### src/sba_pkg.sv
package sba_pkg;

  localparam int ADDR_W   = 32;
  localparam int KIND_W   = 5;
  localparam int COUNT_W  = 4;
  localparam int IRQ_W    = 8;
  localparam int SHARED_W = 3;
  localparam int OTHER_W  = 3;
  localparam int DUP_W    = 2;

  // Line numbers of the interrupt request lines fed by pins.
  localparam int LINE_DUP_A   = 1;
  localparam int LINE_DUP_B   = 7;
  localparam int LINE_SHP0    = 2;
  localparam int LINE_SHP1    = 3;
  localparam int LINE_SHP2    = 5;
  localparam int LINE_OTHER0  = 0;
  localparam int LINE_OTHER1  = 4;
  localparam int LINE_OTHER2  = 6;

  // Synchroniser depth plus output register: pin to int_req latency.
  localparam int IRQ_LAT = 3;

  typedef struct packed {
    logic [ADDR_W-1:0]  addr;
    logic [KIND_W-1:0]  xfer_kind;
    logic [COUNT_W-1:0] xfer_byte_count;
    logic               burst_flag;
    logic               snoop_global_flag;
  } sba_xfer_t;

  // Pin routing: a set shp_baddr bit makes that shared pin a burst
  // address output, a clear bit makes it an interrupt input.
  typedef struct packed {
    logic [SHARED_W-1:0] shp_baddr;
    logic [DUP_W-1:0]    line1_en;
    logic [DUP_W-1:0]    line7_en;
  } sba_cfg_t;

  localparam sba_cfg_t CFG_RST = '{shp_baddr: 3'h0, line1_en: 2'h3, line7_en: 2'h3};

  typedef enum logic {SBA_IDLE, SBA_OWN} sba_ten_t;

endpackage

### src/sba_addr_phase.sv
`timescale 1ns/10ps
// What this block does
// - Eight internal interrupt request lines are delivered to the core, several pins may feed one.
// - After reset both duplicate pins feed line 1 and both duplicate pins feed line 7.
// - In external-master mode the block drives internal-master addresses and decodes external ones.
// - In internal-master mode the address pins carry the memory controller's memory address.
// - The owner of the address tenure holds the five transfer-type lines for the whole tenure.
// - The bus master drives the four transfer-size lines with the byte count of the transaction.
// - The bus master raises the burst flag for a four quad-word burst.
// - The initiator drives the global flag; the block drives it only for its own transactions.
// - A raised global flag marks the transfer for snooping, a low one marks it unsnooped.
// - The memory controller drives burst address bits 29 to 31 out to memory through one register stage.
// - The three shared pins serve either as burst address outputs or as requests 2, 3 and 5.
// - Each routed-in request pin reaches the core through its internal request line.
// - Pin function assignment is chosen by configuration loaded into the block.
module sba_addr_phase
  import sba_pkg::*;
#(
  parameter logic [ADDR_W-1:0] HIT_BASE = 32'h0000_0000,
  parameter logic [ADDR_W-1:0] HIT_MASK = 32'hFFF0_0000
) (
  input  wire logic                 ref_clk,
  input  wire logic                 rstn,
  input  wire logic                 bus_mode_ext,
  input  wire logic                 cfg_wr,
  input  wire sba_cfg_t             cfg_in,
  input  wire logic                 im_start,
  input  wire sba_xfer_t            im_xfer,
  input  wire logic                 im_end,
  output logic                      im_ack,
  input  wire logic                 mc_active,
  input  wire logic [ADDR_W-1:0]    mc_addr,
  input  wire logic [SHARED_W-1:0]  mc_burst_addr,
  input  wire logic                 ext_start,
  input  wire sba_xfer_t            bus_i,
  output sba_xfer_t                 bus_o,
  output logic                      addr_oe,
  output logic                      ctl_oe,
  output logic                      ext_hit,
  output logic                      ext_snoop,
  output sba_xfer_t                 ext_xfer,
  input  wire logic [DUP_W-1:0]     line1_pins_i,
  input  wire logic [DUP_W-1:0]     line7_pins_i,
  input  wire logic [SHARED_W-1:0]  shp_i,
  output logic [SHARED_W-1:0]       shp_o,
  output logic [SHARED_W-1:0]       shp_oe,
  input  wire logic [OTHER_W-1:0]   other_irq_i,
  output logic [IRQ_W-1:0]          int_req
);

  localparam int RAW_W = 2*DUP_W + SHARED_W + OTHER_W;

  if ((HIT_BASE & ~HIT_MASK) != '0) begin : g_bad_window
    $error("HIT_BASE has bits outside HIT_MASK");
  end

  typedef struct packed {
    sba_ten_t            ten;
    sba_cfg_t            cfg;
    logic [RAW_W-1:0]    sync1;
    logic [RAW_W-1:0]    sync2;
    logic [IRQ_W-1:0]    int_req;
    sba_xfer_t           bus_o;
    logic                addr_oe;
    logic                ctl_oe;
    logic                im_ack;
    logic                ext_hit;
    logic                ext_snoop;
    sba_xfer_t           ext_xfer;
    logic [SHARED_W-1:0] shp_o;
    logic [SHARED_W-1:0] shp_oe;
  } sba_state_t;

  localparam sba_state_t STATE_RST = '{
    ten: SBA_IDLE, cfg: CFG_RST, sync1: '0, sync2: '0, int_req: '0, bus_o: '0,
    addr_oe: 1'b0, ctl_oe: 1'b0, im_ack: 1'b0, ext_hit: 1'b0, ext_snoop: 1'b0,
    ext_xfer: '0, shp_o: '0, shp_oe: '0};

  sba_state_t s_r;
  sba_state_t s_nxt;

  // Fold the synchronised pin levels onto the eight request lines.
  function automatic logic [IRQ_W-1:0] irq_map(input logic [RAW_W-1:0] raw,
                                               input sba_cfg_t          cfg);
    logic [DUP_W-1:0]    l1;
    logic [DUP_W-1:0]    l7;
    logic [SHARED_W-1:0] sh;
    logic [OTHER_W-1:0]  ot;
    logic [IRQ_W-1:0]    r;
    {ot, sh, l7, l1} = raw;
    r              = '0;
    r[LINE_DUP_A]  = |(l1 & cfg.line1_en);
    r[LINE_DUP_B]  = |(l7 & cfg.line7_en);
    r[LINE_SHP0]   = sh[0] & ~cfg.shp_baddr[0];
    r[LINE_SHP1]   = sh[1] & ~cfg.shp_baddr[1];
    r[LINE_SHP2]   = sh[2] & ~cfg.shp_baddr[2];
    r[LINE_OTHER0] = ot[0];
    r[LINE_OTHER1] = ot[1];
    r[LINE_OTHER2] = ot[2];
    return r;
  endfunction

  function automatic logic addr_hit(input logic [ADDR_W-1:0] a);
    return (a & HIT_MASK) == HIT_BASE;
  endfunction

  always_comb begin
    s_nxt           = s_r;
    s_nxt.im_ack    = 1'b0;
    s_nxt.ext_hit   = 1'b0;
    s_nxt.ext_snoop = 1'b0;
    if (cfg_wr) begin
      s_nxt.cfg = cfg_in;
    end
    // The first stage feeds only the second; the map looks at stage two.
    s_nxt.sync1   = {other_irq_i, shp_i, line7_pins_i, line1_pins_i};
    s_nxt.sync2   = s_r.sync1;
    s_nxt.int_req = irq_map(s_r.sync2, s_r.cfg);
    case (s_r.ten)
      SBA_IDLE: begin
        // A tenure is only taken while no external transfer starts, so the
        // block never fights an external master for the address pins.
        if (bus_mode_ext && im_start && !ext_start) begin
          s_nxt.ten    = SBA_OWN;
          s_nxt.bus_o  = im_xfer;
          s_nxt.im_ack = 1'b1;
        end
      end
      SBA_OWN: begin
        if (im_end) begin
          s_nxt.ten = SBA_IDLE;
        end
      end
      default: s_nxt.ten = SBA_IDLE;
    endcase
    // The memory controller only borrows the address pins; the control pins
    // stay released so that no one mistakes its cycles for a bus tenure.
    if (s_nxt.ten == SBA_OWN) begin
      s_nxt.addr_oe = 1'b1;
      s_nxt.ctl_oe  = 1'b1;
    end else if (!bus_mode_ext && mc_active) begin
      s_nxt.bus_o.addr = mc_addr;
      s_nxt.addr_oe    = 1'b1;
      s_nxt.ctl_oe     = 1'b0;
    end else begin
      s_nxt.addr_oe = 1'b0;
      s_nxt.ctl_oe  = 1'b0;
    end
    // An external start seen while we own the tenure is ignored rather than
    // flagged: arbitration sits outside this block and must prevent it.
    if (bus_mode_ext && ext_start && s_r.ten == SBA_IDLE) begin
      s_nxt.ext_xfer  = bus_i;
      s_nxt.ext_hit   = addr_hit(bus_i.addr);
      s_nxt.ext_snoop = bus_i.snoop_global_flag;
    end
    // Enables follow the next configuration so a pin turned into an input
    // is released in the same edge that reconfigures it.
    s_nxt.shp_oe = s_nxt.cfg.shp_baddr;
    s_nxt.shp_o  = mc_burst_addr & s_nxt.cfg.shp_baddr;
  end

  always_ff @(posedge ref_clk) begin
    if (!rstn) begin
      s_r <= STATE_RST;
    end else begin
      s_r <= s_nxt;
    end
  end

  assign im_ack    = s_r.im_ack;
  assign bus_o     = s_r.bus_o;
  assign addr_oe   = s_r.addr_oe;
  assign ctl_oe    = s_r.ctl_oe;
  assign ext_hit   = s_r.ext_hit;
  assign ext_snoop = s_r.ext_snoop;
  assign ext_xfer  = s_r.ext_xfer;
  assign shp_o     = s_r.shp_o;
  assign shp_oe    = s_r.shp_oe;
  assign int_req   = s_r.int_req;

  logic own;
  assign own = s_r.ten == SBA_OWN;
endmodule

### config.mk
export PLATFORM = sky130hd
export DESIGN_NAME = sba_addr_phase
export DESIGN_NICKNAME = d
export VERILOG_FILES = /design/src/sba_pkg.sv /design/src/sba_addr_phase.sv
export SDC_FILE = /design/constraint.sdc
export NUM_CORES = 1
export LEC_CHECK = 0
export BUFFER_PORTS_ARGS = -buffer_cell sky130_fd_sc_hd__buf_4
export CORE_AREA = 2 2 109 111
export DETAILED_ROUTE_END_ITERATION = 8
export DIE_AREA = 0 0 111 113
export GPL_ROUTABILITY_DRIVEN = 0
export GPL_TIMING_DRIVEN = 0
export PLACE_DENSITY = 0.94
export SYNTH_ARGS = -nofsm -noshare
export SYNTH_HDL_FRONTEND = slang
export SYNTH_SLANG_ARGS = --single-unit
### constraint.sdc
create_clock -name ref_clk -period 2.8 [get_ports ref_clk]
set_input_delay 0.56 -clock ref_clk [delete_from_list [all_inputs] [get_ports ref_clk]]
set_output_delay 0.56 -clock ref_clk [all_outputs]
set_load 0.02 [all_outputs]
Word level (Yosys, flattened, before mapping)
Cells that the tools add are included.
Cells by class
  mux-type cells: 10
  bitwise logic cells: 11
  reductions and logical operators: 13
Operators with widths (number)
  $mux W43: 2
  $mux W32: 2
  $logic_not A32 Y1: 1
  $mux W7: 1
  $reduce_or A2 Y1: 3
  $logic_and A1 B1 Y1: 5
  $not A1 Y1: 5
  $and A2 B2 Y2: 2
  $mux W2: 2
  $reduce_and A2 Y1: 2
  $and A1 B1 Y1: 3
  $and A3 B3 Y3: 1
  $logic_not A1 Y1: 2
  $mux W1: 2
  $pmux W1 S2: 1
Storage, ports and cells
  word-level logic and storage cells: 57
  bits of input ports: 146
  bits in registers: 130

Logic depth before layout (Yosys ltp)
  depth after elaboration: 6
  gate-level depth with buffers: 6
  depth with buffers taken out: 3

Worst setup path after synthesis
OpenSTA, ideal clock, no wires.
  kind: input port to flip-flop
  from: input port bus_mode_ext
  to: register s_r, in the netlist bus_o[11]
  data arrival time: 1.396 ns
  slack: 1.330 ns
  buffers on the path: 3
  stages on the path: 6
  library setup time: 0.074 ns
  path through: nand2b_1 buf_2 or2_1 buf_6 buf_6 a31oi_2
Between the ends
  word-level cells in the longest chain between the ends: 6
  elaborated cells on any way between the ends: 10
  classes of those cells: mux: 6; reduce/logical: 4
Ends and longest elaborated chain
  start, declared: RTL line sba_addr_phase.sv:24  | input wire logic bus_mode_ext,
  $logic_and A1 B1 Y1 (2 in series): RTL line sba_addr_phase.sv:123  | if (bus_mode_ext && im_start && !ext_start) begin
  $mux W43: RTL line sba_addr_phase.sv:123
  $mux W43: RTL line sba_addr_phase.sv:119  | case (s_r.ten)
  $mux W32: RTL line sba_addr_phase.sv:141  | end else if (!bus_mode_ext && mc_active) begin
  $mux W32 *: RTL line sba_addr_phase.sv:138  | if (s_nxt.ten == SBA_OWN) begin
  end signal, assigned: RTL line sba_addr_phase.sv:166  | s_r <= s_nxt;
  end, declared: RTL line sba_addr_phase.sv:79  | sba_state_t s_r;
Every way passes the cells marked *; elsewhere a longest branch is shown, timed or not.
A chain may end at the register's enable or synchronous reset.

Worst setup path in the final report
  from: register s_r, in the netlist own
  to: register s_r, in the netlist bus_o[25]
Between the ends
  word-level cells in the longest chain between the ends: 3
  elaborated cells on any way between the ends: 5
  classes of those cells: mux: 4; bitwise: 1
Ends and longest elaborated chain (RTL line)
  $not A1 Y1 (no source line) or $mux W43 (tied branches)
  $pmux W1 S2 or $mux W32 (tied branches): sba_addr_phase.sv:119, sba_addr_phase.sv:141
  $mux W32 *: sba_addr_phase.sv:138
Marks and branches as above.

==> results.md <==
Outcome:
- The flow ran to the end, and the final reports show no timing, DRC or antenna violations.

Hold path:
- Counting instances, the worst hold path has a depth of 2.
- The worst min-delay path category is primary input to flop.
- The worst-case hold path end point is s_nxt[110].
- In this run the most critical hold path is launched from shp_i[1].

Critical path:
- The critical path class is flop to flop.
- The setup check on the worst reg-to-reg path leaves a slack of 1.16 ns.
- The worst register-to-register path ends at bus_o[25].
- Measured in cells, the most critical reg-to-reg path has a length of 5.
- The startpoint of the most critical register-to-register path is own.
- The slowest stage of the critical path is the sky130_fd_sc_hd__dfxtp_1 cell.
- For this run, the slowest stage of the critical path takes 0.46 ns.
- Walking the worst path, the cells encountered are nor2b_1 -> buf_4 -> clkbuf_1 -> o31ai_1 -> a31oi_2.
- STA classifies the critical path startpoint as a flop.
- The endpoint kind of the worst setup timing path is a flop.
- STA puts the critical path data arrival time at 1.98 ns.
- The maximum net fanout on the critical path is 10.
- At the worst endpoint, the required time is 3.14 ns.

Final layout:
- The fraction of final layout cells sized beyond drive strength 1 is 47.26%.
- The count of fill cells added during filler insertion is 803.
- The count of inserted antenna diode cells is 0.
- The post-layout net count is 1045.
- The synthesis-to-finish area growth is 46.96%.

Pwr:
- The leakage power summed over all cells is 0.003857 uW.
- The power per cell area is 604.9 nW/um2.
- Across the VDD grid, the largest voltage drop is 0.5038 mV.

Floorplanning:
- In this run the core area contains 39 standard-cell rows.
- For this design the top-level I/O count stands at 251.
- From left edge to right edge, the die measures 111 um.
- For this configuration, the core starts out at a cell density of 50.35%.
- The floorplan step defined a die boundary enclosing 12540 um2.
- The total core area is 11270 um2.
- The die is 113 um tall.

STA:
- The worst max-slew margin expressed relative to the limit is 65.58%.
- The final count of hold timing violations is 0.
- The final max-slew violation count was 0.
- The least setup slack across all paths after layout is 1.160 ns.
- Setup violations remaining at the end of the flow were counted as 0.
- Setup repair after global routing left no endpoint under its margin.
- The clock skew is 0.01252 ns.
- At the pin with the least slew margin, the transition time is 0.5163 ns.
- The share of the clock period used by the worst path is 58.59%.
- The sum of negative setup slack is 0 ns.
- For the finished layout, the period the worst path requires is 1.640 ns.
- Timing would allow up to 609.6 MHz.

Flow run:
- The tool flagged a number of max-cap violations equal to 0.

GRT:
- The met3 capacity usage during global routing is 7.606%.
- The largest net degree at the start of global routing is 17.
- The global-route usage over all layers is 24.42%.
- Global routing consumed, on the met2 layer, 43.89% of the routing resources.
- The first global-routing pass estimated 24340 um of wire.
- The total grt overflow is 0.
- The initial antenna violation count came to 0.
- For met1 alone, demand over resource in global routing was 26.47%.
- The number of global-route vias before repair is 5056.
- In this run the most used layer during global routing was met2.

Route:
- After the first detailed-routing iteration, the DRC count stood at 313.
- The detail route stage leaves a number of antenna-violating nets equal to 0.
- In the final routed layout, each cell accounts on average for 14.37 um.
- For this run, the detailed router's first-pass iteration total came to 5.
- For this run, design rule violations remaining after detail routing come to 0.
- The average via count per standard cell is 4.716.
- Wires add up to 15160 um.
- For this block, the via count after detailed routing is 4975.

Placement:
- The HPWL reported at the end of detailed placement is 11690 um.
- The quantity of I/O buffers inserted on ports is 248.
- The post-placement setup slack is 0.8696 ns.

Yosys:
- The area share of the leading cell type in the synthesized netlist is 45.50%.
- During synthesis, Yosys emitted a total of 0 warnings.
- The post-synthesis register bit count is 129.
- The summed instance area of the synthesized netlist is 5675 um2.
- The average cell area after synthesis is 8.980 um2.
- The count of distinct cell types in the synthesized netlist is 26.
- sky130_fd_sc_hd__dfxtp_1 takes more of the synthesized area than any other cell.
- The net count after synthesis is 778.
- Sequential cells were found to cover 45.50% of the synthesized design area.
- Yosys attributes the largest share of cell area to sky130_fd_sc_hd__dfxtp_1 (46%), sky130_fd_sc_hd__buf_4 (13%), sky130_fd_sc_hd__nand2_1 (12%).
- Counting every instance in the synthesized netlist gives 632.

Clocking:
- The number of clock buffers added by TritonCTS is 17.
- The clock tree from TritonCTS is built.
- The count of clock tree sinks is 129.
- For this design, the CTS-stage hold fixing added 0 buffers.
- The later pin in the worst-skew pair is clocked with a latency of 0.40 ns.
- Gates resized during post-CTS repair numbered 0.
- Clock-pin slew was measured on the worst setup and hold paths at 0.06 ns.
- The clock passes through at most 2 buffers.
- Once the clock tree was built, the setup fixing pass inserted 0 buffers.
- The H-tree depth is 4.
- Clock tree synthesis selected as its root buffer the cell sky130_fd_sc_hd__clkbuf_16.
==> registers in the layout, summed over array words and instances (netlist names) <==
name	flops
ext_hit	1
ext_snoop	1
ext_xfer	43
own	1
addr_oe	1
bus_o	43
im_ack	1
int_req	8
s_nxt	13
s_r	11
shp_o	3
shp_oe	3
==> where the power goes <==
group / internal [uW] / switching [uW]
logic: 419 / 355
registers: 1930 / 46.4
clock network: 1480 / 812
total: 3830 / 1210
==> cells in the mapped netlist (all sizes together) <==
cell and instances:
a21boi 55, a22oi 2, a31oi 32, and2 27, and3 1, and3b 1
buf 122, clkbuf 24, dfxtp 129, mux2i 7, nand2 179, nand2b 1
nand3b 1, nand4 1, nand4bb 1, nor2 5, nor2b 7, nor4 2
nor4bb 1, o31ai 32, or2 1, or4 1
==> routing by layer <==
layer | vias up | wire length, um
met3 | 26 | 1116
met4 | 0 | 418
li1 | 2522 | -
met1 | 2234 | 5846
met2 | 193 | 7782
met5 | - | 0
==> per-stage QoR <==
step                instances  total power (uW)  hold WS (ns)  cell area (um2)  utilization [%]
finish                   1055              5045        0.3597             8341            73.99
global route             1055              5238        0.3476             8341            73.99
CTS                      1055              5087        0.3438             8341            73.99
detailed placement       1023              2793        0.4130             7716            68.45
global placement         1023              2777        0.4008             7716            68.45
floorplan                 632              2442        0.3952             5675                -
==> how the worst max path moves through the flow <==
stage,to,depth (start not counted),slack [ns],from
after CTS,bus_o[24],5,1.16,own
after global placement,bus_o[33],5,0.84,rstn
after floorplan,bus_o[11],6,1.33,bus_mode_ext
after detailed placement,bus_o[33],5,0.87,rstn
final,bus_o[25],5,1.16,own
after global routing,bus_o[30],5,1.05,own
==> critical path, delay by kind of cell (launching register included) <==
kind / cells / cell delay [ns]
buffers and inverters: 2 / 0.58
flip-flops: 1 / 0.46
AO/OA/AOI/OAI: 2 / 0.32
AND/OR/NAND/NOR: 1 / 0.21
==> kinds of logic (layout without fill, tap and decap cells) <==
kind of cell,Yosys count,in the layout,share of synthesized area (%)
AOI/OAI and AO/OA,121,121,18.61
buffers and inverters,146,426,17.28
DFF,129,129,45.50
muxes,7,7,1.235
and+or+nand+nor,229,229,17.37
==> area by class of cell <==
type | count | area (um2) | area share [%]
Multi-Input combinational cell | 357 | 2112 | 25.32
Tap cell | 143 | 178.9 | 2.145
Buffer | 146 | 980.9 | 11.76
Clock buffer | 21 | 470.5 | 5.641
Clock inverter | 11 | 153.9 | 1.845
Sequential cell | 129 | 2582 | 30.96
Timing Repair Buffer | 248 | 1862 | 22.32
==> cell usage in the layout, fill, tap and decap left out <==
cell type and n:
sky130_fd_sc_hd__clkbuf_1 25, sky130_fd_sc_hd__nand4bb_1 1, sky130_fd_sc_hd__a22oi_1 2, sky130_fd_sc_hd__a21boi_0 25
sky130_fd_sc_hd__a31oi_2 30, sky130_fd_sc_hd__o31ai_1 32, sky130_fd_sc_hd__nor4bb_1 1, sky130_fd_sc_hd__nand3b_1 1
sky130_fd_sc_hd__nor4_1 2, sky130_fd_sc_hd__dfxtp_1 129, sky130_fd_sc_hd__bufinv_16 3, sky130_fd_sc_hd__nand4_1 1
sky130_fd_sc_hd__or4_1 1, sky130_fd_sc_hd__inv_6 1, sky130_fd_sc_hd__a31oi_1 2, sky130_fd_sc_hd__a21boi_1 30
sky130_fd_sc_hd__and2_1 27, sky130_fd_sc_hd__nand2_1 179, sky130_fd_sc_hd__nor2b_1 7, sky130_fd_sc_hd__buf_2 16
sky130_fd_sc_hd__clkbuf_8 3, sky130_fd_sc_hd__buf_6 4, sky130_fd_sc_hd__and3b_1 1, sky130_fd_sc_hd__and3_1 1
sky130_fd_sc_hd__nand2b_1 1, sky130_fd_sc_hd__buf_4 350, sky130_fd_sc_hd__mux2i_1 7, sky130_fd_sc_hd__clkinv_4 4
sky130_fd_sc_hd__clkinvlp_4 2, sky130_fd_sc_hd__clkbuf_16 17, sky130_fd_sc_hd__or2_1 1, sky130_fd_sc_hd__nor2_1 5
sky130_fd_sc_hd__clkinv_2 1
Power figures use the tool's default switching activity.
